<file path="config.mk">
export PLATFORM = sky130hd
export DESIGN_NAME = pmc_top
export DESIGN_NICKNAME = d
export VERILOG_FILES = /design/src/pmc_pkg.sv /design/src/pmc_pbdiv.sv /design/src/pmc_top.sv
export VERILOG_INCLUDE_DIRS = /design/src
export SDC_FILE = /design/constraint.sdc
export NUM_CORES = 1
export LEC_CHECK = 0
export BUFFER_PORTS_ARGS = -buffer_cell sky130_fd_sc_hd__buf_2
export CORE_MARGIN = 10
export CORE_UTILIZATION = 45
export CTS_BUF_LIST = sky130_fd_sc_hd__clkbuf_8
export CTS_CLUSTER_DIAMETER = 120
export CTS_CLUSTER_SIZE = 12
export DETAILED_ROUTE_END_ITERATION = 10
export PLACE_DENSITY = 0.68
export SETUP_SLACK_MARGIN = 0.05
export SYNTH_ARGS = -nofsm -noshare
export SYNTH_HDL_FRONTEND = slang
export SYNTH_HIERARCHICAL = 1
export SYNTH_SLANG_ARGS = --single-unit
</file>
<file path="constraint.sdc">
create_clock -name mclk_i -period 2.95 [get_ports mclk_i]
set_clock_uncertainty 0.15 [all_clocks]
set_input_delay 0.59 -clock mclk_i [delete_from_list [all_inputs] [get_ports mclk_i]]
set_output_delay 0.59 -clock mclk_i [all_outputs]
set_load 0.02 [all_outputs]
</file>
<file path="src/pmc_regs.svh">
// constants for the power mode controller
`ifndef PMC_REGS_SVH
`define PMC_REGS_SVH
// ***************************************************************
// clock source codes
// ***************************************************************
`define PMC_SRC_PRIMARY      3'h0
`define PMC_SRC_FAST_INT     3'h1
`define PMC_SRC_FAST_INT_DIV 3'h2
`define PMC_SRC_SECONDARY    3'h3
`define PMC_SRC_LOW_POWER    3'h4
// ***************************************************************
// wake start-up delays in ns, converted to 100 MHz cycles
// ***************************************************************
`define PMC_CLK_PERIOD_NS    10
`define PMC_WAKE_PRI_NS      20000
`define PMC_WAKE_FAST_NS     2000
`define PMC_WAKE_SEC_NS      40000
`define PMC_WAKE_LP_NS       1000
`define PMC_WAKE_PRI_CYC  ((`PMC_WAKE_PRI_NS+`PMC_CLK_PERIOD_NS-1)/`PMC_CLK_PERIOD_NS)
`define PMC_WAKE_FAST_CYC ((`PMC_WAKE_FAST_NS+`PMC_CLK_PERIOD_NS-1)/`PMC_CLK_PERIOD_NS)
`define PMC_WAKE_SEC_CYC  ((`PMC_WAKE_SEC_NS+`PMC_CLK_PERIOD_NS-1)/`PMC_CLK_PERIOD_NS)
`define PMC_WAKE_LP_CYC   ((`PMC_WAKE_LP_NS+`PMC_CLK_PERIOD_NS-1)/`PMC_CLK_PERIOD_NS)
// ***************************************************************
// widths and peripheral count
// ***************************************************************
`define PMC_NUM_PERIPH       8
`define PMC_DIV_W            3
`define PMC_WAKE_W           13
`define PMC_WATCHDOG_W       16
`endif

</file>
<file path="src/pmc_pkg.sv">
// types shared by the power mode controller
package pmc_pkg;
	// ***************************************************************
	// mode states
	// ***************************************************************
	typedef enum logic [1:0] {
		PMC_RUN,
		PMC_IDLE,
		PMC_SLEEP,
		PMC_WAKE
	} pmc_state_t;
	// clock gate bundle: peripheral gates, cpu clock and source run
	typedef struct packed {
		logic [7:0] clk_en;   // peripheral clock gates
		logic       cpu_clk;  // cpu clock enable
		logic       src_run;  // system clock source running
	} pmc_gates_t;
endpackage : pmc_pkg

</file>
<file path="src/pmc_pbdiv.sv">
// peripheral bus clock divider, one-cycle enable pulses
`include "pmc_regs.svh"
module pmc_pbdiv (
	// clock and reset
	input  wire logic                   mclk_i,
	input  wire logic                   rst_n_i,
	// control
	input  wire logic                   run_i,
	input  wire logic [`PMC_DIV_W-1:0]  div_sel_i,
	// enable out
	output logic                        pulse_o
);
	logic [7:0] cnt;        // cycle counter
	wire  [7:0] limit;      // divide by 2^sel
	wire        wrap;       // end of period
	assign limit = 8'((8'h01 << div_sel_i) - 8'h01);
	assign wrap  = (cnt >= limit);
	// ***************************************************************
	// counter
	// ***************************************************************
	always_ff @(posedge mclk_i or negedge rst_n_i) begin
		if (!rst_n_i) begin
			cnt     <= 8'h00;
			pulse_o <= 1'b0;
		end else if (!run_i) begin
			pulse_o <= 1'b0;   // stalled with the system clock
		end else begin
			cnt     <= wrap ? 8'h00 : 8'(cnt + 8'h01);
			pulse_o <= wrap;
		end
	end
endmodule : pmc_pbdiv

</file>
<file path="src/pmc_top.sv">
// power mode controller: run, idle and sleep sequencing
`include "pmc_regs.svh"
module pmc_top (
	// clock and reset
	input  wire logic                      mclk_i,
	input  wire logic                      rst_n_i,
	// software control
	input  wire logic                      wait_req_i,
	input  wire logic                      sleep_sel_i,
	input  wire logic [2:0]                clk_src_i,
	input  wire logic [`PMC_DIV_W-1:0]     pb_div_i,
	input  wire logic [`PMC_NUM_PERIPH-1:0] periph_en_i,
	input  wire logic [`PMC_NUM_PERIPH-1:0] sleep_capable_i,
	input  wire logic [`PMC_NUM_PERIPH-1:0] periph_wake_i,
	// safety functions
	input  wire logic                      watchdog_en_i,
	input  wire logic                      watchdog_clr_i,
	input  wire logic                      brownout_en_i,
	input  wire logic                      brownout_det_i,
	input  wire logic                      clk_fail_i,
	// port pins
	input  wire logic [7:0]                port_out_i,
	input  wire logic [7:0]                port_oe_i,
	output logic [7:0]                     port_out_o,
	output logic [7:0]                     port_oe_o,
	// clock gates and status
	output logic                           cpu_clk_en_o,
	output logic                           src_run_o,
	output logic [2:0]                     sys_src_o,
	output logic                           peripheral_bus_clock_o,
	output logic [`PMC_NUM_PERIPH-1:0]     periph_clk_en_o,
	output logic [1:0]                     mode_o,
	output logic                           clock_failure_monitor_o,
	output logic                           brownout_reset_o,
	output logic [`PMC_WATCHDOG_W-1:0]     watchdog_counter_o
);
	// ***************************************************************
	// state and decode
	// ***************************************************************
	pmc_pkg::pmc_state_t state;          // current mode
	pmc_pkg::pmc_state_t next_state;     // next mode
	pmc_pkg::pmc_gates_t next_gates;     // next gate values
	logic [`PMC_WAKE_W-1:0] wake_cnt;    // start-up delay counter
	logic [`PMC_WAKE_W-1:0] wake_len;    // delay for selected source
	wire  wake_evt;                      // enabled event seen
	wire  sleep_evt;                     // event from sleep survivor
	wire  pb_pulse;                      // divider enable
	wire  src_live;                      // source running now
	wire  mon_live;                      // failure monitor allowed
	assign wake_evt  = |(periph_wake_i & periph_en_i);
	assign sleep_evt = |(periph_wake_i & periph_en_i & sleep_capable_i);
	assign src_live  = (state != pmc_pkg::PMC_SLEEP);
	// monitor goes quiet on the very edge that enters sleep
	assign mon_live  = (next_state != pmc_pkg::PMC_SLEEP);
	// delay length from source
	always_comb begin
		case (sys_src_o)
			`PMC_SRC_PRIMARY:   wake_len = `PMC_WAKE_W'(`PMC_WAKE_PRI_CYC);
			`PMC_SRC_SECONDARY: wake_len = `PMC_WAKE_W'(`PMC_WAKE_SEC_CYC);
			`PMC_SRC_LOW_POWER: wake_len = `PMC_WAKE_W'(`PMC_WAKE_LP_CYC);
			default:            wake_len = `PMC_WAKE_W'(`PMC_WAKE_FAST_CYC);
		endcase
	end
	// ***************************************************************
	// next mode
	// ***************************************************************
	always_comb begin
		next_state = state;
		case (state)
			pmc_pkg::PMC_RUN: begin
				if (wait_req_i) begin
					next_state = sleep_sel_i ? pmc_pkg::PMC_SLEEP
					                         : pmc_pkg::PMC_IDLE;
				end
			end
			pmc_pkg::PMC_IDLE: begin
				if (wake_evt) begin
					next_state = pmc_pkg::PMC_RUN;
				end
			end
			pmc_pkg::PMC_SLEEP: begin
				if (sleep_evt) begin
					next_state = pmc_pkg::PMC_WAKE;
				end
			end
			pmc_pkg::PMC_WAKE: begin
				if (wake_cnt == `PMC_WAKE_W'(1)) begin
					next_state = pmc_pkg::PMC_RUN;
				end
			end
			default: next_state = pmc_pkg::PMC_RUN;
		endcase
	end
	// ***************************************************************
	// gate values for the next mode
	// ***************************************************************
	always_comb begin
		next_gates.cpu_clk = (next_state == pmc_pkg::PMC_RUN);
		next_gates.src_run = (next_state != pmc_pkg::PMC_SLEEP);
		if (next_state == pmc_pkg::PMC_SLEEP) begin
			next_gates.clk_en = periph_en_i & sleep_capable_i;
		end else begin
			next_gates.clk_en = periph_en_i;
		end
	end
	// ***************************************************************
	// bus clock divider
	// ***************************************************************
	pmc_pbdiv u_pbdiv (
		.mclk_i    (mclk_i),
		.rst_n_i   (rst_n_i),
		.run_i     (src_live),
		.div_sel_i (pb_div_i),
		.pulse_o   (pb_pulse)
	);
	// ***************************************************************
	// mode register and wake counter
	// ***************************************************************
	always_ff @(posedge mclk_i or negedge rst_n_i) begin
		if (!rst_n_i) begin
			state    <= pmc_pkg::PMC_RUN;
			wake_cnt <= `PMC_WAKE_W'(0);
		end else begin
			state <= next_state;
			if (state == pmc_pkg::PMC_SLEEP && sleep_evt) begin
				wake_cnt <= wake_len;
			end else if (wake_cnt != `PMC_WAKE_W'(0)) begin
				wake_cnt <= wake_cnt - `PMC_WAKE_W'(1);
			end
		end
	end
	// ***************************************************************
	// clock gates and source select
	// ***************************************************************
	always_ff @(posedge mclk_i or negedge rst_n_i) begin
		if (!rst_n_i) begin
			cpu_clk_en_o    <= 1'b1;
			src_run_o       <= 1'b1;
			periph_clk_en_o <= '0;
			sys_src_o       <= `PMC_SRC_FAST_INT;
			mode_o          <= 2'h0;
		end else begin
			cpu_clk_en_o    <= next_gates.cpu_clk;
			src_run_o       <= next_gates.src_run;
			periph_clk_en_o <= next_gates.clk_en;
			mode_o          <= next_state;
			if (state == pmc_pkg::PMC_RUN) begin
				sys_src_o <= clk_src_i;
			end
		end
	end
	// ***************************************************************
	// bus clock enable, monitors and watchdog
	// ***************************************************************
	always_ff @(posedge mclk_i or negedge rst_n_i) begin
		if (!rst_n_i) begin
			peripheral_bus_clock_o  <= 1'b0;
			clock_failure_monitor_o <= 1'b0;
			brownout_reset_o        <= 1'b0;
			watchdog_counter_o      <= '0;
		end else begin
			peripheral_bus_clock_o  <= pb_pulse;
			clock_failure_monitor_o <= clk_fail_i && mon_live;
			brownout_reset_o        <= brownout_en_i && brownout_det_i;
			if (watchdog_clr_i) begin
				watchdog_counter_o <= '0;
			end else if (watchdog_en_i) begin
				watchdog_counter_o <=
					16'(watchdog_counter_o + 16'h0001);
			end
		end
	end
	// ***************************************************************
	// port pins held through sleep
	// ***************************************************************
	always_ff @(posedge mclk_i or negedge rst_n_i) begin
		if (!rst_n_i) begin
			port_out_o <= 8'h00;
			port_oe_o  <= 8'h00;
		end else if (state != pmc_pkg::PMC_SLEEP) begin
			port_out_o <= port_out_i;
			port_oe_o  <= port_oe_i;
		end
	end
endmodule : pmc_top

</file>
### Word-level counts from Yosys, hierarchy flattened

Cells that the tools add are included.

* bits of input ports: 55
* register bits after elaboration: 72
* word-level logic and storage cells: 57

* $add $sub $neg: 4
* reduce and logical (&&, ||, !) cells: 11
* shift-type cells: 1
* multiplexer cells: 14
* bitwise logic cells: 3
* $lt $le $gt $ge: 1
* equal/unequal tests: 9

Operators with widths (count)
* 12-bit case mux with 3 select lines: 1
* 16-bit 2-to-1 mux: 2
* 13-bit 2-to-1 mux: 2
* 8-bit AND: 3
* 16-bit by 1-bit adder with 16-bit output, second input constant: 1
* 8-bit 2-to-1 mux: 2
* 8-bit OR reduction: 2
* 13-bit by 1-bit == test with 1-bit output, second input constant: 1
* 13-bit nonzero test: 1
* 13-bit by 1-bit subtractor with 13-bit output, second input constant: 1
* 2-bit 2-to-1 mux: 5
* 8-bit by 1-bit adder with 8-bit output, second input constant: 1
* 8-bit >= comparator: 1
* 2-bit case mux with 4 select lines: 1
* 1-bit by 3-bit left shift with 8-bit output, first input constant: 1
* 8-bit by 1-bit subtractor with 8-bit output, second input constant: 1
* 2-bit == test, second input constant: 3
* 2-bit zero test: 2
* 2-bit inequality test, second input constant: 2
* 2-bit nonzero test: 2
* 3-bit by 2-bit == test with 1-bit output, second input constant: 1
* 3-bit == test, second input constant: 1
* 1-bit logical AND: 3
* 3-bit zero test: 1
* 2 further kinds: 2

### Depth between registers and ports, before layout

Gate-level depths: netlist of run 1.

* word-level depth: 7
* depth in mapped cells: 8
* gate-level depth less buffers: 7

### Hierarchy

Netlist of run 1, hierarchy kept.

By module, submodules not included
* pmc_top: seq. area each 1580.3 um2, times used 1, area an instance 2986.6 um2, cells an instance 299
* pmc_pbdiv: seq. area each 225.2 um2, times used 1, area an instance 651.9 um2, cells an instance 73

### Worst setup path before layout of run 1

No wires, ideal clock.

* path kind: input to register
* start: input port pb_div_i[0]
* end: register u_pbdiv.cnt[2]
* arrival: 2.091 ns
* stages: 7
* path slack: 0.580 ns
* data required time: 2.672 ns
* library setup time: 0.128 ns
* buffers on the path: 0
* cells stage by stage: or3_1 ha_1 and3_1 o21ai_1 a311o_2 a31oi_1 o22ai_1

* longest elaborated chain between the ends: 4

RTL lines
* from (decl): RTL line pmc_top.sv:11 `` input wire logic [`PMC_DIV_W-1:0] pb_div_i, ``
* 1-bit by 3-bit left shift with 8-bit output: RTL line pmc_pbdiv.sv:16 `assign limit = 8'((8'h01 << div_sel_i) - 8'h01);`
* 8-bit by 1-bit subtractor with 8-bit output: RTL line pmc_pbdiv.sv:16
* 8-bit >= comparator: RTL line pmc_pbdiv.sv:17 `assign wrap = (cnt >= limit);`
* 8-bit 2-to-1 mux: RTL line pmc_pbdiv.sv:28 `cnt <= wrap ? 8'h00 : 8'(cnt + 8'h01);`
* to (signal assigned): RTL line pmc_pbdiv.sv:28
* to (decl): RTL line pmc_pbdiv.sv:13 `logic [7:0] cnt;`

Every way passes these cells.
A chain may end at the register's enable or synchronous reset.

### Worst setup path in the final report of run 1

Ends and elaborated chain as after synthesis.

==> qor_table.md, run 1 <==
| Result | Reported |
| --- | --- |
| Drc violations | 0 |
| I/O pin total | 105 |
| TritonCTS clock tree | done |
| Cts-stage hold buffer count | 0 |
| Layout overhead on the synthesized area | 23.6% |
| Number of max-slew violations in the final report | 0 |
| Static power due to leakage | 2.17 nW |
| Width of the die | 110 µm |
| GPL Wtd Cong | 0.785 |
| Number of buffers inserted by port buffering | 104 |
| Sum of net half-perimeters after detailed placement | 6860 µm |
| Startpoint-to-endpoint class of the critical path | input port to flop |
| Fin nets | 549 |
| Critical Path Sink | u_pbdiv/cnt[2]$_DFFE_PN0P_ |
| Net count after synthesis | 440 |
| Number of setup violations in the final report | 0 |
| Number of fillers in the final layout | 727 |
| Setup tns final | 0 ns |
| Number of nets still failing antenna checks after routing | 0 |
| Setup repair after global routing missed its margin | false |
| Number of placement rows | 32 |
| Number of antenna violations at the first check in global routing | 0 |
| Fraction of the cycle the final worst path needs | 75.2% |
| Power per cell area | 783 mW/mm² |
| Worst Path Arrival | 2.28 ns |
| Overflow left after global routing | 0 |
| Vertical die dimension | 110 µm |
| Starting Density | 46.6% |
| Startpoint Class | input port |
| Relative slew slack | 61.8% |
| Worst-case setup slack after placement | 0.389 ns |
| Via density per instance | 5.23 |
| Overall power after layout | 3.52 mW |
| Detailed-router iteration count before antenna repair | 6 |
| Clk Latency, worst-skew pair | 0.34 ns |
| Origin of the worst setup path | pb_div_i[0] |
| Number of warnings printed during yosys synthesis | 6 |
| Post-place instance area | 0.00428 mm² |
| Path depth of the worst reg2reg path | 6 |
| Post-CTS Repair Setup Buffers | 0 |
| Final Hold Vio Count | 0 |
| Highest fanout seen on the critical path | 7 |
| Most used DFF post-synth | sky130_fd_sc_hd__dfrtp_1 |
| Worst setup EP type | flop |
| Vias in the first global route | 3,028 |
| Category of cells accounting for the largest share of critical-path delay | compound AO/OA/AOI/OAI gates |
| CTS clock-pin slew for the worst setup and hold paths | 0.08 ns |
| Least setup slack across all paths after layout | 0.733 ns |
| Pin slew with the least headroom to its limit | 0.572 ns |
| Mean Syn Cell Area | 9.78 µm² |
| Buffer levels on the longest clock path | 2 |
| H-tree depth | 3 |
| Flops & latches, synth | 72 |
| Max stage delay cell, worst path | sky130_fd_sc_hd__a311o_2 |
| Core Box Area | 0.00781 mm² |
| Gates resized, CTS repair | 0 |
| TritonCTS Buffers | 9 |
| Cell chain of the critical path | buf_2 -> or3_1 -> ha_1 -> and3_1 -> o21ai_1 -> a311o_2 -> a31oi_1 -> o22ai_1 |
| Result of the run | finished, final reports clean |
| Worst reg2reg path startpoint | wake_cnt[0]$_DFFE_PN0P_ |
| Number of enable flip-flop cells after synthesis | 0 |
| Wire length of the first global-routing pass | 14,900 µm |
| Gate Count Post-Synth | 372 |
| Number of unique standard cell types used by synthesis | 59 |
| Die Outline Area | 0.0121 mm² |
| Total global routing track utilization | 15.4% |
| Maximum achievable frequency | 451 MHz |
| Sequential-to-total area share from yosys stat | 49.6% |
| TritonCTS sink count | 72 |
| Required time at the endpoint of the critical path | 3.02 ns |
| Routed len/inst | 15.4 µm |
| Root buffer cell | sky130_fd_sc_hd__clkbuf_8 |
| Footprint of the multi-input gates | 0.00174 mm² |
| WL final | 9050 µm |
| Post-layout instance area | 0.00450 mm² |
| Cell area after synthesis | 0.00364 mm² |
| Final period demand of the worst path | 2.22 ns |
| Initial DRC count | 111 |
| Max-cap viol count | 0 |
| Combined buffer and inverter count along the critical path | 1 |
| Largest net degree at the start of global routing | 73 |
| Terminus of the critical flop-to-flop path | wake_cnt[0]$_DFFE_PN0P_ |
| Total number of cells along the worst setup path | 8 |
| IR Drop Worst-Case VDD | 406 µV |
| Sequential standard cell area | 0.00181 mm² |
| Async S/R FF share, synth | 100% |
| Peak per-stage delay on the critical path | 0.47 ns |
| Tightest Hold Check Type | input port to asynchronous set/reset pin |
| FF-to-FF setup slack | 0.86 ns |
| Share of cells above drive strength 1 | 29.8% |
| Via count of the routed design | 3,076 |
| Count of antenna diodes in the layout | 0 |
-- layout make-up --
cell class                 instances  area share, %
timing repair buffer             106           12.2
multi-input combinational        277           38.8
clock buffer                      12           3.67
sequential                        72           40.1
inverter                          15           1.25
clock inverter                     4           1.14
tap                              102           2.84
-- worst min-delay path by stage --
stage / startpoint / to / slack (ns)
detailed placement: u_pbdiv/pulse_o$_DFF_PN0_ / peripheral_bus_clock_o$_DFF_PN0_ / 0.20
global route: rst_n_i / port_oe_o[2]$_DFFE_PN0N_ / 0.15
floorplan: rst_n_i / brownout_reset_o$_DFF_PN0_ / 0.14
global placement: u_pbdiv/pulse_o$_DFF_PN0_ / peripheral_bus_clock_o$_DFF_PN0_ / 0.19
CTS: rst_n_i / watchdog_counter_o[7]$_DFFE_PN0P_ / 0.13
finish: rst_n_i / port_oe_o[0]$_DFFE_PN0N_ / 0.12
-- where the power goes --
part | internal (mW) | switching, mW
sequential | 1.24 | 0.236
combinational | 0.482 | 0.722
clock | 0.460 | 0.374
total | 2.19 | 1.33
-- sequential cells by signal, indices dropped and copies added, names as in the netlist --
signal                   flops
port_oe_o                    8
watchdog_counter_o          16
src_run_o                    1
mode_o                       2
cpu_clk_en_o                 1
sys_src_o                    3
port_out_o                   8
u_pbdiv/cnt                  8
clock_failure_monitor_o      1
periph_clk_en_o              8
brownout_reset_o             1
u_pbdiv/pulse_o              1
peripheral_bus_clock_o       1
wake_cnt                    13
-- cell usage after synthesis, drive strengths merged, types with 5 or more instances --
cell	number	area share, %
nand2	70	7.2
dfrtp	69	47
nor2	33	3.4
nand3	17	2.3
inv	14	1.4
xnor2	14	3.4
ha	13	4.5
a21oi	10	1.8
nand4	10	1.9
o21a	9	1.9
o21ai	9	1.2
nor3	8	1.4
xor2	7	1.7
a31oi	6	1.2
mux2i	6	1.7
nor4	6	1.5
or3	6	1.0
buf	5	0.65
o31ai	5	1.2
-- cells in the final DEF (no fill, tap or decap), types with 3 or more instances in the layout --
cell type,Yosys,layout
sky130_fd_sc_hd__buf_2,4,104
sky130_fd_sc_hd__nand2_1,70,70
sky130_fd_sc_hd__dfrtp_1,69,69
sky130_fd_sc_hd__nor2_1,33,33
sky130_fd_sc_hd__nand3_1,17,17
sky130_fd_sc_hd__xnor2_1,14,14
sky130_fd_sc_hd__inv_1,13,13
sky130_fd_sc_hd__ha_1,13,13
sky130_fd_sc_hd__clkbuf_8,0,12
sky130_fd_sc_hd__nand4_1,9,9
sky130_fd_sc_hd__o21a_1,9,9
sky130_fd_sc_hd__a21oi_1,8,8
sky130_fd_sc_hd__xor2_1,7,7
sky130_fd_sc_hd__nor3_1,6,6
sky130_fd_sc_hd__or3_1,6,6
sky130_fd_sc_hd__o21ai_0,6,6
sky130_fd_sc_hd__mux2i_1,6,6
sky130_fd_sc_hd__a31oi_1,5,5
sky130_fd_sc_hd__a22oi_1,4,4
sky130_fd_sc_hd__o31ai_1,4,4
sky130_fd_sc_hd__and3_1,4,4
sky130_fd_sc_hd__nor4_1,3,3
sky130_fd_sc_hd__nor4_2,3,3
sky130_fd_sc_hd__and2_1,3,3
sky130_fd_sc_hd__nand2b_1,3,3
sky130_fd_sc_hd__and4_1,3,3
sky130_fd_sc_hd__o21ai_1,3,3
sky130_fd_sc_hd__o211ai_1,3,3
sky130_fd_sc_hd__mux2_2,3,3
sky130_fd_sc_hd__dfstp_2,3,3
sky130_fd_sc_hd__o22ai_1,3,3
-- worst register-to-register path, cell delays in order, from the launching register on --
cell                      delay, ns
sky130_fd_sc_hd__dfrtp_1       0.43
sky130_fd_sc_hd__inv_1         0.10
sky130_fd_sc_hd__ha_1          0.15
sky130_fd_sc_hd__nor4b_1       0.40
sky130_fd_sc_hd__nand3_1       0.40
sky130_fd_sc_hd__xnor2_1       0.27
sky130_fd_sc_hd__nor2_1        0.06
-- per-layer routing --
metal,wire length (µm),GRT usage (%),share of wire (%)
met1,3990,19.9,44
met2,4280,24.1,47
met3,604,3.16,6.7
met4,174,6.97,1.9
met5,0,0,0
-- cell families after synthesis --
kind of cell | synth area share [%]
XOR/XNOR | 5.06
adder cells (fa/ha/maj) | 4.47
AND/OR/NAND/NOR | 23.3
AO/OA/AOI/OAI | 12.0
buffers and inverters | 2.51
multiplexers | 2.89
flip-flops | 49.6
other | 0.103
-- per-stage QoR --
| stage | cells | utilization (%) | hold WS [ns] |
|---|---|---|---|
| after floorplan | 372 | - | 0.144 |
| final | 588 | 57.6 | 0.117 |
| after detailed placement | 572 | 54.8 | 0.196 |
| after global routing | 588 | 57.6 | 0.146 |
| after CTS | 588 | 57.6 | 0.130 |
| after global placement | 572 | 54.8 | 0.191 |
(Power assumes the default switching activity.)
==> run 2: changes to the inputs <==
PLACE_DENSITY = 0.71   (was 0.68)
clock period = 1.95 ns   (was 2.95 ns; I/O delays follow)
==> qor_table.md, run 2 (synthesized netlist as in run 1, its figures left out) <==
| Result | Reported | vs previous |
| --- | --- | --- |
| Vertical die dimension | 110 µm | unchanged |
| Share of power burned in registers | 39.6% | -2.5 points |
| Commonest cells after routing, fill and taps aside | sky130_fd_sc_hd__buf_2 (104), sky130_fd_sc_hd__nand2_1 (70), sky130_fd_sc_hd__dfrtp_1 (69) |  |
| GPL Wtd Cong | 0.842 | +7.3% |
| Share of cells above drive strength 1 | 36.6% | +6.8 points |
| TritonCTS sink count | 72 | unchanged |
| Final cell utilization of the core | 62.1% | +4.4 points |
| Switching Share | 38.1% | +0.26 points |
| Startpoint Class | input port |  |
| Grt met1 use | 18.4% | -1.5 points |
| Most common cell after layout, fill and taps aside | sky130_fd_sc_hd__buf_2 |  |
| Via density per instance | 5.21 | -0.37% |
| I/O pin total | 105 | unchanged |
| Max reg flops | 16 | unchanged |
| Number of placement rows | 32 | unchanged |
| H-tree depth | 3 | unchanged |
| Number of setup violations in the final report | 0 | unchanged |
| Die Outline Area | 0.0121 mm² | unchanged |
| Layout overhead on the synthesized area | 33.2% |  |
| Number of buffers inserted by port buffering | 104 | unchanged |
| Power per cell area | 1170 mW/mm² | +50% |
| Net Switching | 2.17 mW | +63% |
| Highest fanout seen on the critical path | 6 | -1 |
| Cell-internal power | 3.52 mW | +61% |
| Buffer levels on the longest clock path | 2 | unchanged |
| Worst setup EP type | flop |  |
| Largest registers ranked by flip-flop count | watchdog_counter_o (16), wake_cnt (13) |  |
| IR Drop Worst-Case VDD | 732 µV | +80% |
| Post-layout instance area | 0.00484 mm² | +7.7% |
| Maximum achievable frequency | 516 MHz |  |
| Global routing usage on met2 | 26.1% | +1.9 points |
| Count of antenna diodes in the layout | 0 | unchanged |
| Core Box Area | 0.00781 mm² | unchanged |
| Number of max-slew violations in the final report | 0 | unchanged |
| Sum of net half-perimeters after detailed placement | 7030 µm | +2.5% |
| Routed len/inst | 15.6 µm | +1.4% |
| Met3 track utilization from global routing | 5.91% | +2.8 points |
| Fin nets | 580 | +5.6% |
| Placed cell count | 597 | +4.4% |
| Setup repair after global routing missed its margin | true |  |
| Starting Density | 46.6% | unchanged |
| Overflow left after global routing | 0 | unchanged |
| Register with the most flip-flops | watchdog_counter_o |  |
| Fraction of the cycle the final worst path needs | 99.4% |  |
| Initial DRC count | 110 | -0.90% |
| Post-place instance area | 0.00447 mm² | +4.4% |
| TritonCTS Buffers | 9 | unchanged |
| CTS clock-pin slew for the worst setup and hold paths | 0.08 ns | about the same |
| Wire length of the first global-routing pass | 15,200 µm | +1.7% |
| Drc violations | 0 | unchanged |
| Detailed-router iteration count before antenna repair | 4 | -2 |
| Tightest Hold Check Type | input port to flop |  |
| Via count of the routed design | 3,221 | +4.7% |
| WL final | 9640 µm | +6.6% |
| Largest net degree at the start of global routing | 73 | unchanged |
| Root buffer cell | sky130_fd_sc_hd__clkbuf_8 |  |
| Startpoint-to-endpoint class of the critical path | input port to flop |  |
| Number of antenna violations at the first check in global routing | 0 | unchanged |
| Required time at the endpoint of the critical path | 2.03 ns | -0.99 ns |
| TritonCTS clock tree | done |  |
| Clk Latency, worst-skew pair | 0.35 ns | about the same |
| Worst Path Arrival | 2.02 ns | -0.26 ns |
| Vias in the first global route | 3,238 | +6.9% |
| Final period demand of the worst path | 1.94 ns |  |
| Combinational cell fraction of total power | 39.5% | +5.3 points |
| Number of nets still failing antenna checks after routing | 0 | unchanged |
| Final Hold Vio Count | 0 | unchanged |
| Result of the run | finished, final reports clean |  |
| Highest-utilization routing layer at the global route stage | met2 |  |
| Total global routing track utilization | 15.6% | +0.28 points |
| Max-cap viol count | 0 | unchanged |
| Non-filler instance count after layout | 618 | +5.1% |
| Static power due to leakage | 2.35 nW | +8.1% |
| Relative contribution of the clock network to total power | 21.0% | -2.7 points |
| Width of the die | 110 µm | unchanged |
-- run 2: cell types whose count changed in the layout (fill, tap and decap cells not counted), sizes merged --
cell / before / now
dlygate4sd3: 0 / 1
clkbuf: 12 / 11
buf: 106 / 136
inv: 14 / 15
clkinv: 3 / 2
-- run 2: stage by stage --
step | total power [mW] | hold WS, ns | worst slack, ns | TNS [ns]
floorplan | 3.49 | -0.0556 | -0.118 | -0.729
global placement | 4.22 | 0.200 | -0.281 | -2.24
detailed placement | 4.29 | 0.192 | -0.327 | -2.48
CTS | 5.54 | 0.0756 | 0.0137 | 0
global route | 6.09 | 0.0766 | -0.0368 | -0.148
finish | 5.69 | 0.0894 | 0.0111 | 0
-- run 2: what timing repair did --
action                                 4_1_cts  5_1_grt
setup endpoints to repair                    9       20
buffers inserted                             2        3
gates resized for setup                      2       23
pin swaps                                    4        4
endpoints found under the hold margin       69        0
hold buffers                                 1        0
-- run 2: per-layer routing --
layer | wire, µm | up-vias | part of all wire (%)
met2 | 4840 | 86 | 50
met5 | 0 | - | 0
li1 | - | 1577 | -
met4 | 117 | 0 | 1.2
met1 | 4010 | 1551 | 42
met3 | 673 | 7 | 7.0
-- run 2: power by group through the flow --
stage               clock (mW)  combinational, mW  sequential (mW)
floorplan                    0               1.07             2.43
global placement             0               2.00             2.22
detailed placement           0               2.06             2.23
CTS                       1.22               2.11             2.21
global route              1.30               2.48             2.31
finish                    1.19               2.25             2.25
-- run 2: final cells by class --
cell class / count / area, µm²
Timing Repair Buffer: 137 / 795
Clock inverter: 4 / 46.3
Fill cell: 709 / 2960
Sequential cell: 72 / 1810
Inverter: 15 / 56.3
Tap cell: 102 / 128
Clock buffer: 11 / 151
Multi-Input combinational cell: 277 / 1860
-- run 2: critical path, cell delays in order --
cell	delay, ns
sky130_fd_sc_hd__buf_2	0.10
sky130_fd_sc_hd__or3_4	0.40
sky130_fd_sc_hd__ha_4	0.26
sky130_fd_sc_hd__and3_1	0.13
sky130_fd_sc_hd__o21ai_1	0.06
sky130_fd_sc_hd__a311o_2	0.41
sky130_fd_sc_hd__buf_6	0.15
sky130_fd_sc_hd__nand3_2	0.06
sky130_fd_sc_hd__o21ai_1	0.06
-- run 2: final timing paths --
check / start / endpoint / slack (ns) / cells past startpoint
setup / recovery: pb_div_i[0] / u_pbdiv/cnt[1]$_DFFE_PN0P_ / 0.01 / 9
min in group asynchronous: rst_n_i / sys_src_o[2]$_DFFE_PN0N_ / 0.44 / 3
hold / removal: port_oe_i[6] / port_oe_o[6]$_DFFE_PN0N_ / 0.09 / 3
hold reg to reg: u_pbdiv/pulse_o$_DFF_PN0_ / peripheral_bus_clock_o$_DFF_PN0_ / 0.20 / 0
setup reg to reg: u_pbdiv/cnt[1]$_DFFE_PN0P_ / u_pbdiv/cnt[1]$_DFFE_PN0P_ / 0.03 / 7
max in group asynchronous: rst_n_i / src_run_o$_DFF_PN1_ / 0.85 / 3
==> run 3: changes to the inputs <==
CORE_UTILIZATION = 49   (was 45)
PLACE_DENSITY = 0.9   (was 0.71)
==> qor_table.md, run 3 (synthesized netlist as in run 1, its figures left out) <==
| Result | Reported | vs previous |
| --- | --- | --- |
| Number of antenna violations at the first check in global routing | 0 | unchanged |
| Static power due to leakage | 2.29 nW | -2.7% |
| Category of cells accounting for the largest share of critical-path delay | compound AO/OA/AOI/OAI gates |  |
| Register with the most flip-flops | watchdog_counter_o |  |
| Worst-case setup slack after placement | -0.337 ns | -0.00948 ns |
| Peak per-stage delay on the critical path | 0.49 ns | +0.08 ns |
| Fraction of the cycle the final worst path needs | 99.8% | +0.38 points |
| FF-to-FF setup slack | 0.004 ns | -0.03 ns |
| Number of placement rows | 31 | -3.1% |
| Total global routing track utilization | 16.5% | +0.85 points |
| Largest registers ranked by flip-flop count | watchdog_counter_o (16), wake_cnt (13) |  |
| TritonCTS sink count | 72 | unchanged |
| Setup repair after global routing missed its margin | true |  |
| H-tree depth | 3 | unchanged |
| Number of fillers in the final layout | 556 | -22% |
| Drc violations | 0 | unchanged |
| Number of buffers inserted by port buffering | 104 | unchanged |
| Least setup slack across all paths after layout | 0.00372 ns | -0.00738 ns |
| Worst Path Arrival | 2.02 ns | about the same |
| Most common cell after layout, fill and taps aside | sky130_fd_sc_hd__buf_2 |  |
| Number of nets still failing antenna checks after routing | 0 | unchanged |
| Max stage delay cell, worst path | sky130_fd_sc_hd__a311o_2 |  |
| Startpoint Class | flop |  |
| Path depth of the worst reg2reg path | 6 | -1 |
| Worst setup EP type | flop |  |
| Cell depth of the worst hold path | 3 | unchanged |
| Origin of the worst setup path | u_pbdiv/cnt[1]$_DFFE_PN0P_ |  |
| I/O pin total | 105 | unchanged |
| Buffer levels on the longest clock path | 2 | unchanged |
| Terminus of the critical flop-to-flop path | u_pbdiv/cnt[6]$_DFFE_PN0P_ |  |
| Final period demand of the worst path | 1.95 ns | +0.00738 ns |
| Via density per instance | 5.36 | +2.8% |
| Tightest Hold Check Type | input port to flop |  |
| Layout overhead on the synthesized area | 30.8% |  |
| Vias in the first global route | 3,244 | +0.19% |
| Via count of the routed design | 3,248 | +0.84% |
| Die Outline Area | 0.0113 mm² | -6.7% |
| Cell chain of the critical path | ha_4 -> nor2b_4 -> o211ai_1 -> a311o_2 -> a31oi_1 -> o22ai_1 |  |
| Post-place instance area | 0.00441 mm² | -1.4% |
| Required time at the endpoint of the critical path | 2.02 ns | about the same |
| Hold endpoint | port_out_o[5]$_DFFE_PN0N_ |  |
| Number of max-slew violations in the final report | 0 | unchanged |
| Max-cap viol count | 0 | unchanged |
| TritonCTS Buffers | 9 | unchanged |
| Result of the run | finished, final reports clean |  |
| Max reg flops | 16 | unchanged |
| Post-layout instance area | 0.00476 mm² | -1.8% |
| Width of the die | 106 µm | -3.4% |
| Starting Density | 50.2% | +3.6 points |
| Maximum achievable frequency | 514 MHz | -0.38% |
| Power per cell area | 1180 mW/mm² | +0.85% |
| IR Drop Worst-Case VDD | 652 µV | -11% |
| Startpoint-to-endpoint class of the critical path | flop to flop |  |
| Hold Startpoint | port_out_i[5] |  |
| Sum of net half-perimeters after detailed placement | 6990 µm | -0.63% |
| Overflow left after global routing | 0 | unchanged |
| Routed len/inst | 15.9 µm | +1.8% |
| Share of cells above drive strength 1 | 35.5% | -1.1 points |
| Highest fanout seen on the critical path | 7 | +1 |
| Fin nets | 570 | -1.7% |
| Core Box Area | 0.00725 mm² | -7.1% |
| Count of antenna diodes in the layout | 0 | unchanged |
| Number of setup violations in the final report | 0 | unchanged |
| TritonCTS clock tree | done |  |
| Final Hold Vio Count | 0 | unchanged |
| GPL Wtd Cong | 0.945 | +12% |
| Vertical die dimension | 106 µm | -3.4% |
| CTS clock-pin slew for the worst setup and hold paths | 0.08 ns | about the same |
| WL final | 9620 µm | -0.21% |
| Worst reg2reg path startpoint | u_pbdiv/cnt[1]$_DFFE_PN0P_ |  |
| Root buffer cell | sky130_fd_sc_hd__clkbuf_8 |  |
| Clk Latency, worst-skew pair | 0.34 ns | about the same |
| Wire length of the first global-routing pass | 15,300 µm | +1.1% |
| Initial DRC count | 202 | +84% |
| Commonest cells after routing, fill and taps aside | sky130_fd_sc_hd__buf_2 (103), sky130_fd_sc_hd__nand2_1 (70), sky130_fd_sc_hd__dfrtp_1 (69) |  |
| Largest net degree at the start of global routing | 73 | unchanged |
| Combined buffer and inverter count along the critical path | 0 | -2 |
| Final cell utilization of the core | 65.6% | +3.6 points |
| Detailed-router iteration count before antenna repair | 5 | +1 |
[run 3: cell types whose count changed in the layout (fill, tap and decap cells not counted), moves of 2 or more]
cell                      delta
sky130_fd_sc_hd__buf_4       -8
sky130_fd_sc_hd__nor3_2      +2
sky130_fd_sc_hd__nor3_4      -2
sky130_fd_sc_hd__o21ai_1     -3
sky130_fd_sc_hd__o21ai_2     +2
[run 3: how the worst max path moves through the flow]
stage                            endpoint  cells past startpoint
4_1_cts        u_pbdiv/cnt[6]$_DFFE_PN0P_                      6
2_1_floorplan  u_pbdiv/cnt[6]$_DFFE_PN0P_                      7
3_3_place_gp   u_pbdiv/cnt[6]$_DFFE_PN0P_                      8
5_1_grt        u_pbdiv/cnt[4]$_DFFE_PN0P_                      6
3_5_place_dp   u_pbdiv/cnt[6]$_DFFE_PN0P_                      8
6_report       u_pbdiv/cnt[6]$_DFFE_PN0P_                      6
[run 3: metrics by stage]
stage	hold WS (ns)	TNS, ns	instances	power, mW
2_1_floorplan	-0.0556	-0.729	372	3.49
3_3_place_gp	0.207	-2.28	586	4.14
3_5_place_dp	0.196	-2.72	586	4.23
4_1_cts	0.0735	0	604	5.49
5_1_grt	0.0885	-0.0575	606	5.99
6_report	0.0847	0	606	5.64
[run 3: report_power, final]
group / internal (mW) / total [mW] / switching (mW)
logic: 0.951 / 2.20 / 1.25
registers: 1.88 / 2.25 / 0.367
clock network: 0.619 / 1.18 / 0.565
[run 3: cell type report]
| type | instances | area, µm² | share of cell area [%] |
|---|---|---|---|
| clock buffers | 10 | 138 | 2.89 |
| clock inverters | 6 | 60.1 | 1.26 |
| inverters | 15 | 56.3 | 1.18 |
| multi-input cells | 277 | 1860 | 39.0 |
| flip-flops and latches | 72 | 1810 | 37.9 |
| well taps | 99 | 124 | 2.60 |
| repair buffers | 127 | 718 | 15.1 |
[run 3: timing repair]
item	CTS	global route
pin swaps	1	3
resized for setup	5	18
endpoints found under the hold margin	69	0
setup buffers	1	2
setup endpoints to repair	9	21
hold buffers	1	0
[run 3: routing by layer]
layer	vias up	routed length, µm	track usage [%]
met4	0	200	7.64
met3	15	722	5.25
met2	117	4700	27.6
met1	1553	4000	18.8
li1	1563	-	-
met5	-	0	0
[run 3: worst min-delay path, delay by kind of cell]
family / cells / cell delay [ns]
AND/OR/NAND/NOR: 2 / 0.09
buffers and inverters: 1 / 0.07
